`config.mk`:
```
export PLATFORM = sky130hd
export DESIGN_NAME = vot_timing_unit
export DESIGN_NICKNAME = d
export VERILOG_FILES = /design/src/verilog/vot_pkg.sv /design/src/verilog/vot_fifo.sv /design/src/verilog/vot_sync.sv /design/src/verilog/vot_timing_unit.sv
export SDC_FILE = /design/constraint.sdc
export NUM_CORES = 1
export LEC_CHECK = 0
export BUFFER_PORTS_ARGS = -buffer_cell sky130_fd_sc_hd__buf_2
export CAP_MARGIN = 20
export CORE_AREA = 2 2 184 186
export CTS_BUF_LIST = sky130_fd_sc_hd__clkbuf_8 sky130_fd_sc_hd__clkbuf_16
export CTS_CLUSTER_DIAMETER = 30
export DETAILED_ROUTE_END_ITERATION = 6
export DIE_AREA = 0 0 186 188
export PLACE_DENSITY_LB_ADDON = 0.12
export REMOVE_ABC_BUFFERS = 1
export SLEW_MARGIN = 20
export SYNTH_ARGS = -nofsm -noshare
export SYNTH_HDL_FRONTEND = slang
export SYNTH_SLANG_ARGS = --single-unit
export TNS_END_PERCENT = 10
```
`constraint.sdc`:
```
create_clock -name i_sys_clk -period 10 [get_ports i_sys_clk]
set_input_delay 0.5 -clock i_sys_clk [delete_from_list [all_inputs] [get_ports i_sys_clk]]
set_output_delay 0.5 -clock i_sys_clk [all_outputs]
set_load 0.02 [all_outputs]
```
`src/verilog/vot_pkg.sv`:
```
/*
  Shared constants, types and helpers of the video output timing unit.
  Assumes a core clock that runs three times for every two pixel clocks when the unit drives the pixel clock.
*/
package vot_pkg;

  // ==========================================================================
  // Pixel clock division (core clock / 3 * 2)
  // ==========================================================================
  localparam logic [1:0]  PHASE_LAST   = 2'h2;

  // ==========================================================================
  // Line and frame geometry, in pixel clocks and lines
  // ==========================================================================
  localparam logic [10:0] H_TOTAL_NTSC = 11'h6B4;
  localparam logic [10:0] H_TOTAL_PAL  = 11'h6C0;
  localparam logic [10:0] H_MAX        = 11'h7FF;
  localparam logic [10:0] HS_WIDTH     = 11'h080;
  localparam logic [10:0] H_START      = 11'h08C;
  localparam logic [9:0]  V_TOTAL_NTSC = 10'h20D;
  localparam logic [9:0]  V_TOTAL_PAL  = 10'h271;
  localparam logic [9:0]  V_ACT_NTSC   = 10'h1E0;
  localparam logic [9:0]  V_ACT_PAL    = 10'h240;
  localparam logic [9:0]  V_START_NTSC = 10'h02A;
  localparam logic [9:0]  V_START_PAL  = 10'h02C;
  localparam logic [9:0]  V_MAX        = 10'h3FF;
  localparam logic [9:0]  VS_LINES     = 10'h006;
  localparam logic [9:0]  W_SOURCE     = 10'h180;
  localparam logic [9:0]  W_WINDOW     = 10'h160;

  // ==========================================================================
  // Pixel levels and data path
  // ==========================================================================
  localparam logic [7:0]  BLACK_Y      = 8'h10;
  localparam logic [7:0]  BLACK_C      = 8'h80;
  localparam logic [7:0]  RANGE_LO     = 8'h10;
  localparam logic [7:0]  RANGE_HI     = 8'hEB;
  localparam logic [15:0] RANGE_SPAN   = 16'h00DB;
  localparam int          FIFO_DEPTH   = 4;
  localparam int          PIX_W        = 24;
  localparam int          SY_PCLK      = 0;
  localparam int          SY_HS        = 1;
  localparam int          SY_VS        = 2;

  typedef enum logic [1:0] {FMT_RGB24, FMT_RGB15, FMT_YC16, FMT_YC8} vot_fmt_t;

  // RGB: hi=blue, mid=green, lo=red.  Luma/chroma: hi=Cr, mid=Cb, lo=Y.
  typedef struct packed {
    logic [7:0] hi;
    logic [7:0] mid;
    logic [7:0] lo;
  } vot_pix_t;

  typedef struct packed {
    vot_fmt_t fmt;
    logic     sync_out;
    logic     clk_out;
    logic     csync_en;
    logic     hinterp;
    logic     window;
    logic     pal;
    logic     limited;
  } vot_cfg_t;

  // ==========================================================================
  // Helpers
  // ==========================================================================
  function automatic logic [7:0] vot_avg(input logic [7:0] a, input logic [7:0] b);
    logic [8:0] sum;
    sum = {1'b0, a} + {1'b0, b};
    return sum[8:1];
  endfunction : vot_avg

  function automatic logic [7:0] vot_scale(input logic [7:0] x);
    logic [15:0] prod;
    prod = {8'h00, x} * RANGE_SPAN;
    return prod[15:8] + RANGE_LO;
  endfunction : vot_scale

  function automatic logic [4:0] vot_dither(input logic [7:0] x, input logic [2:0] th);
    logic [8:0] sum;
    sum = {1'b0, x} + {6'h00, th};
    return sum[8] ? 5'h1F : sum[7:3];
  endfunction : vot_dither

endpackage : vot_pkg

```
`src/verilog/vot_fifo.sv`:
```
/*
  Pixel FIFO in front of the output formatter.
  Assumes the reader pops only while valid is high and the writer pushes only while ready is high.
*/
module vot_fifo
  import vot_pkg::*;
#(
  parameter int W = PIX_W,
  parameter int D = FIFO_DEPTH
) (
  input  logic         i_sys_clk,
  input  logic         i_rst_n,
  input  logic [W-1:0] i_wr_data,
  input  logic         i_wr_valid,
  output logic         o_wr_ready,
  output logic [W-1:0] o_rd_data,
  output logic         o_rd_valid,
  input  logic         i_rd_ready
);

  localparam int AW = $clog2(D);

  typedef struct packed {
    logic [D-1:0][W-1:0] mem;
    logic [AW-1:0]       wp;
    logic [AW-1:0]       rp;
    logic [AW:0]         cnt;
  } vot_fifo_t;

  vot_fifo_t s_ff;
  vot_fifo_t nxt_s;
  logic      push;
  logic      pull;

  always_comb begin
    nxt_s = s_ff;
    push  = i_wr_valid & o_wr_ready;
    pull  = i_rd_ready & o_rd_valid;
    if (push) begin
      nxt_s.mem[s_ff.wp] = i_wr_data;
      nxt_s.wp           = (s_ff.wp == AW'(D - 1)) ? '0 : s_ff.wp + 1'b1;
    end
    if (pull) begin
      nxt_s.rp = (s_ff.rp == AW'(D - 1)) ? '0 : s_ff.rp + 1'b1;
    end
    nxt_s.cnt = s_ff.cnt + (AW + 1)'(push) - (AW + 1)'(pull);
  end

  always_ff @(posedge i_sys_clk or negedge i_rst_n) begin
    if (!i_rst_n) begin
      s_ff <= '0;
    end else begin
      s_ff <= nxt_s;
    end
  end

  assign o_wr_ready = (s_ff.cnt != (AW + 1)'(D));
  assign o_rd_valid = (s_ff.cnt != '0);
  assign o_rd_data  = s_ff.mem[s_ff.rp];

endmodule : vot_fifo

```
`src/verilog/vot_sync.sv`:
```
/*
  Two-stage synchroniser for the pins that arrive from the far side.
  Assumes nothing of the inputs' timing; only the second stage is read outside.
*/
module vot_sync
  import vot_pkg::*;
#(
  parameter int W = 3
) (
  input  logic         i_sys_clk,
  input  logic         i_rst_n,
  input  logic [W-1:0] i_d,
  output logic [W-1:0] o_q
);

  typedef struct packed {
    logic [W-1:0] stage1;
    logic [W-1:0] stage2;
  } vot_sync_t;

  vot_sync_t s_ff;
  vot_sync_t nxt_s;

  always_comb begin
    nxt_s        = s_ff;
    nxt_s.stage1 = i_d;
    nxt_s.stage2 = s_ff.stage1;
  end

  // Idle level of the low-active syncs is high
  always_ff @(posedge i_sys_clk or negedge i_rst_n) begin
    if (!i_rst_n) begin
      s_ff <= '1;
    end else begin
      s_ff <= nxt_s;
    end
  end

  assign o_q = s_ff.stage2;

endmodule : vot_sync

```
`src/verilog/vot_timing_unit.sv`:
```
/*
  Video output timing unit: pixel clock, line/field sync and pixel bus formatting.
  Assumes configuration is held stable while video runs; pin inputs may be asynchronous.
*/
// Operation
// Pixel bus changes when line sync falls, then every second pixel clock.
// Receiver may capture either or both clocks in which a value holds.
// Sync pair direction and pixel clock direction are chosen independently.
// Line and field sync always share one direction.
// Composite sync replaces field sync on its pin when enabled.
// Driven pixel clock is the core clock divided by three halves.
// In all-input setup the far side supplies clock and both syncs.
// Received pixel clock may be asynchronous to the core clock.
// Four output formats: 24-bit RGB, 15-bit RGB, 16- and 8-bit luma/chroma.
// 15-bit RGB is 24-bit RGB dithered to five bits per component.
// Aspect ratio kept; only horizontal interpolation by two is allowed.
// Lines carry 384 or 768 pixels, or a window of 352 or 704.
// No path from this unit to the host; host reads memory instead.
// Host memory transfers use single accesses, not bursts, outside this unit.
// No vertical interpolation; 480 lines at 30 or 576 lines at 25.
// 24-bit RGB puts blue high, green middle, red low on the bus.
// 8-bit luma/chroma sends Cb, Y, Cr, Y, one per clock.
// RGB components span 0 to 255 or 16 to 235 as configured; the limited scaling here reaches only 16 to 234.
// Line and field sync are active low on either side.
module vot_timing_unit
  import vot_pkg::*;
(
  input  logic        i_sys_clk,
  input  logic        i_rst_n,
  input  vot_cfg_t    i_cfg,
  input  vot_pix_t    i_pix,
  input  logic        i_pix_valid,
  output logic        o_pix_ready,
  input  logic        i_pixel_clock,
  output logic        o_pixel_clock,
  output logic        o_pixel_clock_oe,
  input  logic        i_hsync_n,
  output logic        o_hsync_n,
  output logic        o_hsync_oe,
  input  logic        i_vsync_n,
  output logic        o_vsync_n,
  output logic        o_vsync_oe,
  output logic [23:0] o_pixel_bus,
  output logic        o_active,
  output logic        o_underrun
);

  typedef enum logic {LN_BLANK, LN_ACTIVE} vot_line_t;

  typedef struct packed {
    logic [1:0]  phase;
    logic        pclk;
    logic        pclk_prev;
    logic        hs_prev;
    logic        vs_prev;
    logic [10:0] h;
    logic [9:0]  v;
    logic [9:0]  px;
    logic        hs_n;
    logic        vs_n;
    logic        vpin;
    vot_pix_t    prev;
    vot_pix_t    cur;
    logic [23:0] bus;
    vot_line_t   lstate;
    logic        underrun;
  } vot_state_t;

  vot_state_t  s;
  vot_state_t  nxt_s;
  logic [2:0]  sy;
  vot_pix_t    head;
  logic        head_valid;
  logic        tick;
  logic        line_start;
  logic        frame_start;
  logic        act;
  logic        slot;
  logic        pop;
  logic [10:0] htot;
  logic [9:0]  vtot;
  logic [9:0]  vact;
  logic [9:0]  vstart;
  logic [11:0] hspan;
  vot_pix_t    emit;
  vot_pix_t    black;

  // ==========================================================================
  // Pin synchroniser and pixel FIFO
  // ==========================================================================
  // async clock in
  vot_sync #(
    .W (3)
  ) u_sync (
    .i_sys_clk (i_sys_clk),
    .i_rst_n   (i_rst_n),
    .i_d       ({i_vsync_n, i_hsync_n, i_pixel_clock}),
    .o_q       (sy)
  );

  // no host or memory port: pixels leave only on the pixel bus
  vot_fifo #(
    .W (PIX_W),
    .D (FIFO_DEPTH)
  ) u_fifo (
    .i_sys_clk  (i_sys_clk),
    .i_rst_n    (i_rst_n),
    .i_wr_data  (i_pix),
    .i_wr_valid (i_pix_valid),
    .o_wr_ready (o_pix_ready),
    .o_rd_data  (head),
    .o_rd_valid (head_valid),
    .i_rd_ready (pop)
  );

  // ==========================================================================
  // Bus formatting
  // ==========================================================================
  function automatic logic [23:0] fmt_bus(input vot_pix_t p, input vot_cfg_t c, input logic odd, input logic vodd);
    vot_pix_t   q;
    logic [2:0] th;
    q  = p;
    // output range
    if (c.limited) begin
      q = '{hi: vot_scale(p.hi), mid: vot_scale(p.mid), lo: vot_scale(p.lo)};
    end
    // 2x2 ordered dither thresholds
    case ({vodd, odd})
      2'h0:    th = 3'h0;
      2'h1:    th = 3'h4;
      2'h2:    th = 3'h6;
      default: th = 3'h2;
    endcase
    // format select
    case (c.fmt)
      // blue high, red low
      FMT_RGB24: fmt_bus = q;
      // dither to 5 bits
      FMT_RGB15: fmt_bus = {9'h000, vot_dither(q.hi, th), vot_dither(q.mid, th), vot_dither(q.lo, th)};
      FMT_YC16:  fmt_bus = {8'h00, p.lo, odd ? p.hi : p.mid};
      // chroma first, Y follows
      FMT_YC8:   fmt_bus = {8'h00, odd ? p.hi : p.mid, 8'h00};
      default:   fmt_bus = '0;
    endcase
  endfunction : fmt_bus

  // ==========================================================================
  // Timing and data path
  // ==========================================================================
  always_comb begin
    nxt_s  = s;
    pop    = 1'b0;
    emit   = s.cur;
    htot   = i_cfg.pal ? H_TOTAL_PAL : H_TOTAL_NTSC;
    // line count per standard
    vtot   = i_cfg.pal ? V_TOTAL_PAL : V_TOTAL_NTSC;
    vact   = i_cfg.pal ? V_ACT_PAL : V_ACT_NTSC;
    vstart = i_cfg.pal ? V_START_PAL : V_START_NTSC;
    black  = (i_cfg.fmt == FMT_YC16 || i_cfg.fmt == FMT_YC8) ? vot_pix_t'{hi: BLACK_C, mid: BLACK_C, lo: BLACK_Y} : '0;
    // width from window and interpolation
    hspan  = {1'b0, i_cfg.window ? W_WINDOW : W_SOURCE, 1'b0} << i_cfg.hinterp;

    // two ticks per three core clocks
    tick = i_cfg.clk_out ? (s.phase != PHASE_LAST) : (sy[SY_PCLK] & ~s.pclk_prev);
    nxt_s.pclk_prev = sy[SY_PCLK];
    nxt_s.phase     = (s.phase == PHASE_LAST) ? 2'h0 : s.phase + 2'h1;
    nxt_s.pclk      = i_cfg.clk_out & (nxt_s.phase != PHASE_LAST);

    // syncs from the far side
    if (i_cfg.sync_out) begin
      line_start  = tick & (s.h == htot - 11'h001);
      frame_start = line_start & (s.v == vtot - 10'h001);
    end else begin
      line_start  = tick & ~sy[SY_HS] & s.hs_prev;
      frame_start = tick & ~sy[SY_VS] & s.vs_prev;
    end
    if (tick) begin
      nxt_s.hs_prev = sy[SY_HS];
      nxt_s.vs_prev = sy[SY_VS];
    end
    if (line_start) begin
      nxt_s.h = 11'h000;
    end else if (tick && s.h != H_MAX) begin
      nxt_s.h = s.h + 11'h001;
    end
    if (frame_start) begin
      nxt_s.v        = 10'h000;
      nxt_s.underrun = 1'b0;
    end else if (line_start && s.v != V_MAX) begin
      nxt_s.v = s.v + 10'h001;
    end

    // low-active syncs
    nxt_s.hs_n = ~(nxt_s.h < HS_WIDTH);
    nxt_s.vs_n = ~(nxt_s.v < VS_LINES);
    // composite sync on field pin
    nxt_s.vpin = i_cfg.csync_en ? (nxt_s.vs_n ? nxt_s.hs_n : ~nxt_s.hs_n) : nxt_s.vs_n;

    act  = ({1'b0, nxt_s.h} >= {1'b0, H_START}) && ({1'b0, nxt_s.h} < {1'b0, H_START} + hspan)
           && (nxt_s.v >= vstart) && (nxt_s.v < vstart + vact);
    // change on sync fall, then every second clock; every clock in 8-bit luma/chroma
    slot = tick & (~nxt_s.h[0] | (i_cfg.fmt == FMT_YC8));

    if (slot) begin
      if (act && !nxt_s.h[0]) begin
        nxt_s.px = s.px + 10'h001;
        // interpolate by two only
        if (!i_cfg.hinterp || !s.px[0]) begin
          pop = head_valid;
          if (head_valid) begin
            emit       = i_cfg.hinterp ? vot_pix_t'{hi: vot_avg(s.prev.hi, head.hi),
                                                    mid: vot_avg(s.prev.mid, head.mid),
                                                    lo: vot_avg(s.prev.lo, head.lo)} : head;
            nxt_s.prev = head;
          end else begin
            emit           = black;
            nxt_s.underrun = 1'b1;
          end
        end else begin
          emit = s.prev;
        end
        nxt_s.cur = emit;
        nxt_s.bus = fmt_bus(emit, i_cfg, s.px[0], s.v[0]);
      end else if (act) begin
        // luma in second clock
        nxt_s.bus = {8'h00, s.cur.lo, 8'h00};
      end else begin
        nxt_s.px  = 10'h000;
        nxt_s.cur = black;
        nxt_s.bus = fmt_bus(black, i_cfg, 1'b0, 1'b0);
      end
    end
    nxt_s.lstate = act ? LN_ACTIVE : LN_BLANK;
  end

  always_ff @(posedge i_sys_clk or negedge i_rst_n) begin
    if (!i_rst_n) begin
      s      <= '0;
      s.hs_n <= 1'b1;
      s.vs_n <= 1'b1;
      s.vpin <= 1'b1;
      // Start on the last NTSC pixel so the first sync fall is a true line start
      s.h         <= H_TOTAL_NTSC - 11'h001;
      // Edge detectors idle at the synchroniser's reset level
      s.pclk_prev <= 1'b1;
      s.hs_prev   <= 1'b1;
      s.vs_prev   <= 1'b1;
    end else begin
      s <= nxt_s;
    end
  end

  // ==========================================================================
  // Pins
  // ==========================================================================
  // independent directions
  assign o_pixel_clock_oe = i_cfg.clk_out;
  // one direction for both syncs
  assign o_hsync_oe       = i_cfg.sync_out;
  assign o_vsync_oe       = i_cfg.sync_out;
  assign o_pixel_clock    = s.pclk;
  assign o_hsync_n        = s.hs_n;
  assign o_vsync_n        = s.vpin;
  assign o_pixel_bus      = s.bus;
  assign o_active         = (s.lstate == LN_ACTIVE);
  assign o_underrun       = s.underrun;

  // ==========================================================================
  // Checks
  // ==========================================================================
  a_clk_div_pattern: assert property (
    @(posedge i_sys_clk) disable iff (!i_rst_n)
    i_cfg.clk_out && !tick |=> tick ##1 tick ##1 !tick)
    else $error("pixel clock tick pattern not two in three");

  a_bus_change_slot: assert property (
    @(posedge i_sys_clk) disable iff (!i_rst_n)
    i_cfg.fmt != FMT_YC8 && $changed(o_pixel_bus) |-> $past(slot) && !s.h[0])
    else $error("pixel bus changed outside a data slot");

  a_sync_dir_pair: assert property (
    @(posedge i_sys_clk) disable iff (!i_rst_n)
    o_hsync_oe == o_vsync_oe && o_hsync_oe == i_cfg.sync_out && o_pixel_clock_oe == i_cfg.clk_out)
    else $error("sync or clock direction mismatch");

  a_csync_on_field: assert property (
    @(posedge i_sys_clk) disable iff (!i_rst_n)
    i_cfg.csync_en && !nxt_s.vs_n |=> o_vsync_n == !o_hsync_n)
    else $error("composite sync not on field pin");

  a_line_fall_start: assert property (
    @(posedge i_sys_clk) disable iff (!i_rst_n)
    i_cfg.sync_out && $fell(o_hsync_n) |-> s.h == 11'h000 && $past(tick))
    else $error("line sync fell away from line start");

  a_rgb24_order: assert property (
    @(posedge i_sys_clk) disable iff (!i_rst_n)
    i_cfg.fmt == FMT_RGB24 && !i_cfg.limited && !i_cfg.hinterp && pop |=> o_pixel_bus == $past(head))
    else $error("24-bit RGB byte order wrong");

  a_rgb15_top_zero: assert property (
    @(posedge i_sys_clk) disable iff (!i_rst_n)
    i_cfg.fmt == FMT_RGB15 && slot |=> o_pixel_bus[23:15] == 9'h000)
    else $error("15-bit RGB leaks into upper bits");

  a_yc8_luma_follow: assert property (
    @(posedge i_sys_clk) disable iff (!i_rst_n)
    i_cfg.fmt == FMT_YC8 && slot && act && nxt_s.h[0] |=> o_pixel_bus[15:8] == $past(s.cur.lo))
    else $error("8-bit luma not after chroma");

  a_range_limited: assert property (
    @(posedge i_sys_clk) disable iff (!i_rst_n)
    i_cfg.fmt == FMT_RGB24 && i_cfg.limited && slot |=>
      o_pixel_bus[23:16] >= RANGE_LO && o_pixel_bus[23:16] <= RANGE_HI && o_pixel_bus[7:0] <= RANGE_HI)
    else $error("limited range exceeded");

endmodule : vot_timing_unit
```
==> out/qor.yml <==
status:
  status: "complete, but fails checks"
  violations: "design-rule violations"
global_routing:
  grt_max_degree: 80
  grt.total_usage_pct: 24.80
  antenna_found_initial: 0
  grt_pass1_vias: 12430
  grt-ovfl-total: 0
  grt_pass1_wl_mm: 68.00
logic_synthesis:
  synth.distinct_cells: 89
  synth_edf_count: 0
  syn_area_per_cell_sq_um: 9.957
  synth_cells: 1638
  synth-async-reset-ratio_pct: 100.0
  synthFlopType: "dfrtp_1"
  yosysSeqAreaShare_pct: 30.36
  synth_seq_cells: 197
  yosys_warnings: 0
  synth_area_sq_mm: 0.01631
sta:
  finalHoldViolCount: 0
  finalSetupViolCount: 0
  fin_crit_ns: 8.845
  drv_slew: 0
  clock_skew_ns: 0.01428
  relSlewSlack_pct: 31.05
  tightest_slew_ns: 1.032
  fmax_mhz: 113.1
  rsz0062_at_grt: "no"
  fin_setup_tns_ns: 0
  fin_hold_ws_ns: 0.05823
  period_share_pct: 88.45
critical_path:
  worstReg2RegEnd: "o_pixel_bus[11]"
  start_kind: "flip-flop"
  worstSetupPathType: "reg -> reg"
  r2r_setup_slack_ns: 1.16
  cp.arrival_ns: 9.23
  r2r_cells: 33
  cp.required_ns: 10.38
  regToRegStartpoint: "u_fifo.s_ff[4]"
  crit_path_end_kind: "flip-flop"
  critical_path.max_fanout: 21
  crit_slowest_cell: "dfrtp_1"
  critPathMaxStageDelay_ns: 0.96
  worstSetupStartpoint: "u_fifo.s_ff[4]"
place:
  hpwl_mm: 31.53
  gp_congestion: 0.9269
  io_buffer_count: 71
detailed_routing:
  wl_mm: 41.87
  num_vias: 12520
  ant_nets: 0
  wl_per_cell_microns: 19.72
  vias_per_cell: 5.897
  drtPass1Iterations: 7
  drc: 3
  drt_iter0_drc: 876
die:
  die_area_sq_mm: 0.03497
  boundaryPins: 72
  die_w_microns: 186
  placementRows: 67
  initial_core_util_pct: 49.25
  fp.dieH_microns: 188
  core_sq_mm: 0.03311
clocking:
  insertion_delay_ns: 0.45
  root_buffer: "clkbuf_16"
  postCtsSetupBuffers: 0
  clock_path_buffers: 2
  path_clk_slew_ns: 0.08
  cts_tree: "yes"
  cts_buffers: 17
  cts.sinks: 197
  htreeDepth: 4
  ctsResizeCount: 0
  holdBufCountCts: 0
finish:
  fin_util_pct: 52.99
  layout_common_cells: "dfrtp_1, ha_1, inv_1"
  fill_cells: 2944
  final_common_cell: "dfrtp_1"
  areaGrowthSynthToFinish_pct: 7.580
  drive_above_1_share_pct: 19.28
  diodes: 0
  nNetsFinal: 1920
run:
  maxCapViolCount: 0
hold_path:
  holdCritPathClass: "in -> async"
==> cell type report <==
type,count,area (sq um),area share (%)
timing repair buffer,94,549.3,3.131
tap,448,560.5,3.195
sequential,197,4952,28.23
clock buffer,18,439.2,2.503
multi-input combinational,1190,10290,58.65
inverter,162,608.1,3.466
clock inverter,14,146.4,0.8343
==> cell families (layout without fill, tap and decap cells) <==
family | Yosys count | in the layout | share of synthesized area, %
AOI/OAI and AO/OA | 347 | 347 | 15.04
muxes | 167 | 167 | 13.50
DFF | 197 | 197 | 30.36
adders and majority gates | 219 | 219 | 19.15
and+or+nand+nor | 390 | 390 | 11.81
xor gates and xnor gates | 67 | 67 | 3.598
buffers and inverters | 251 | 288 | 6.544
==> synth_stat cells (all sizes together) (13+ instances only) <==
cell type | n | area share (%)
a211oi | 13 | 0.60
a21o | 13 | 0.60
a21oi | 73 | 2.2
a31oi | 18 | 0.69
and3 | 17 | 0.65
buf | 42 | 1.7
clkbuf | 47 | 1.1
dfrtp | 179 | 27
dfstp | 18 | 2.9
fa | 51 | 6.3
ha | 168 | 13
inv | 159 | 3.7
mux2 | 130 | 9.4
mux2i | 13 | 0.80
mux4 | 24 | 3.3
nand2 | 111 | 2.6
nand3 | 41 | 1.3
nor2 | 93 | 2.1
nor3 | 32 | 0.98
o211ai | 15 | 0.72
o21a | 19 | 0.87
o21ai | 60 | 1.8
or3 | 15 | 0.61
xnor2 | 39 | 2.1
xor2 | 28 | 1.5
==> per-layer routing <==
| layer | GRT usage, % | wire, microns | vias up |
|---|---|---|---|
| met5 | 0 | 0 | - |
| met4 | 6.541 | 742 | 0 |
| met3 | 3.127 | 2017 | 47 |
| met2 | 40.35 | 19720 | 363 |
| met1 | 34.90 | 19380 | 6169 |
| li1 | - | - | 5940 |
==> critical path: cells and delay by family, from the launching register on <==
family | cells | cell delay [ns]
adder cells (fa/ha/maj) | 7 | 3.03
AO/OA/AOI/OAI | 11 | 2.46
multiplexers | 1 | 0.45
XOR/XNOR | 1 | 0.17
flip-flops | 1 | 0.96
buffers and inverters | 4 | 0.22
AND/OR/NAND/NOR | 9 | 1.51
==> worst max-delay path by stage <==
stage	slack, ns	endpoint
2_1_floorplan	1.56	o_pixel_bus[11]
3_3_place_gp	1.48	o_pixel_bus[11]
3_5_place_dp	1.25	o_pixel_bus[11]
4_1_cts	1.21	o_pixel_bus[11]
5_1_grt	0.55	o_pixel_bus[11]
6_report	1.16	o_pixel_bus[11]
==> registers in the layout, indices dropped and copies added, names as in the netlist <==
register       flops
u_fifo.s_ff      103
o_pixel_bus       24
o_underrun         1
o_pixel_clock      1
s                 59
u_sync.nxt_s       3
u_sync.o_q         3
o_active           1
o_vsync_n          1
o_hsync_n          1
==> metrics by stage <==
| stage | setup WS (ns) | instance area (sq um) | instances |
|---|---|---|---|
| floorplan | 1.558 | 15850 | 1549 |
| global placement | 1.477 | 16960 | 2091 |
| detailed placement | 1.246 | 16960 | 2091 |
| CTS | 1.214 | 17550 | 2123 |
| global route | 0.5515 | 17550 | 2123 |
| finish | 1.155 | 17550 | 2123 |
Power is left out: the tool's default activity adds up to more than one toggle a clock period on the data nets, which glitch-free logic cannot reach.
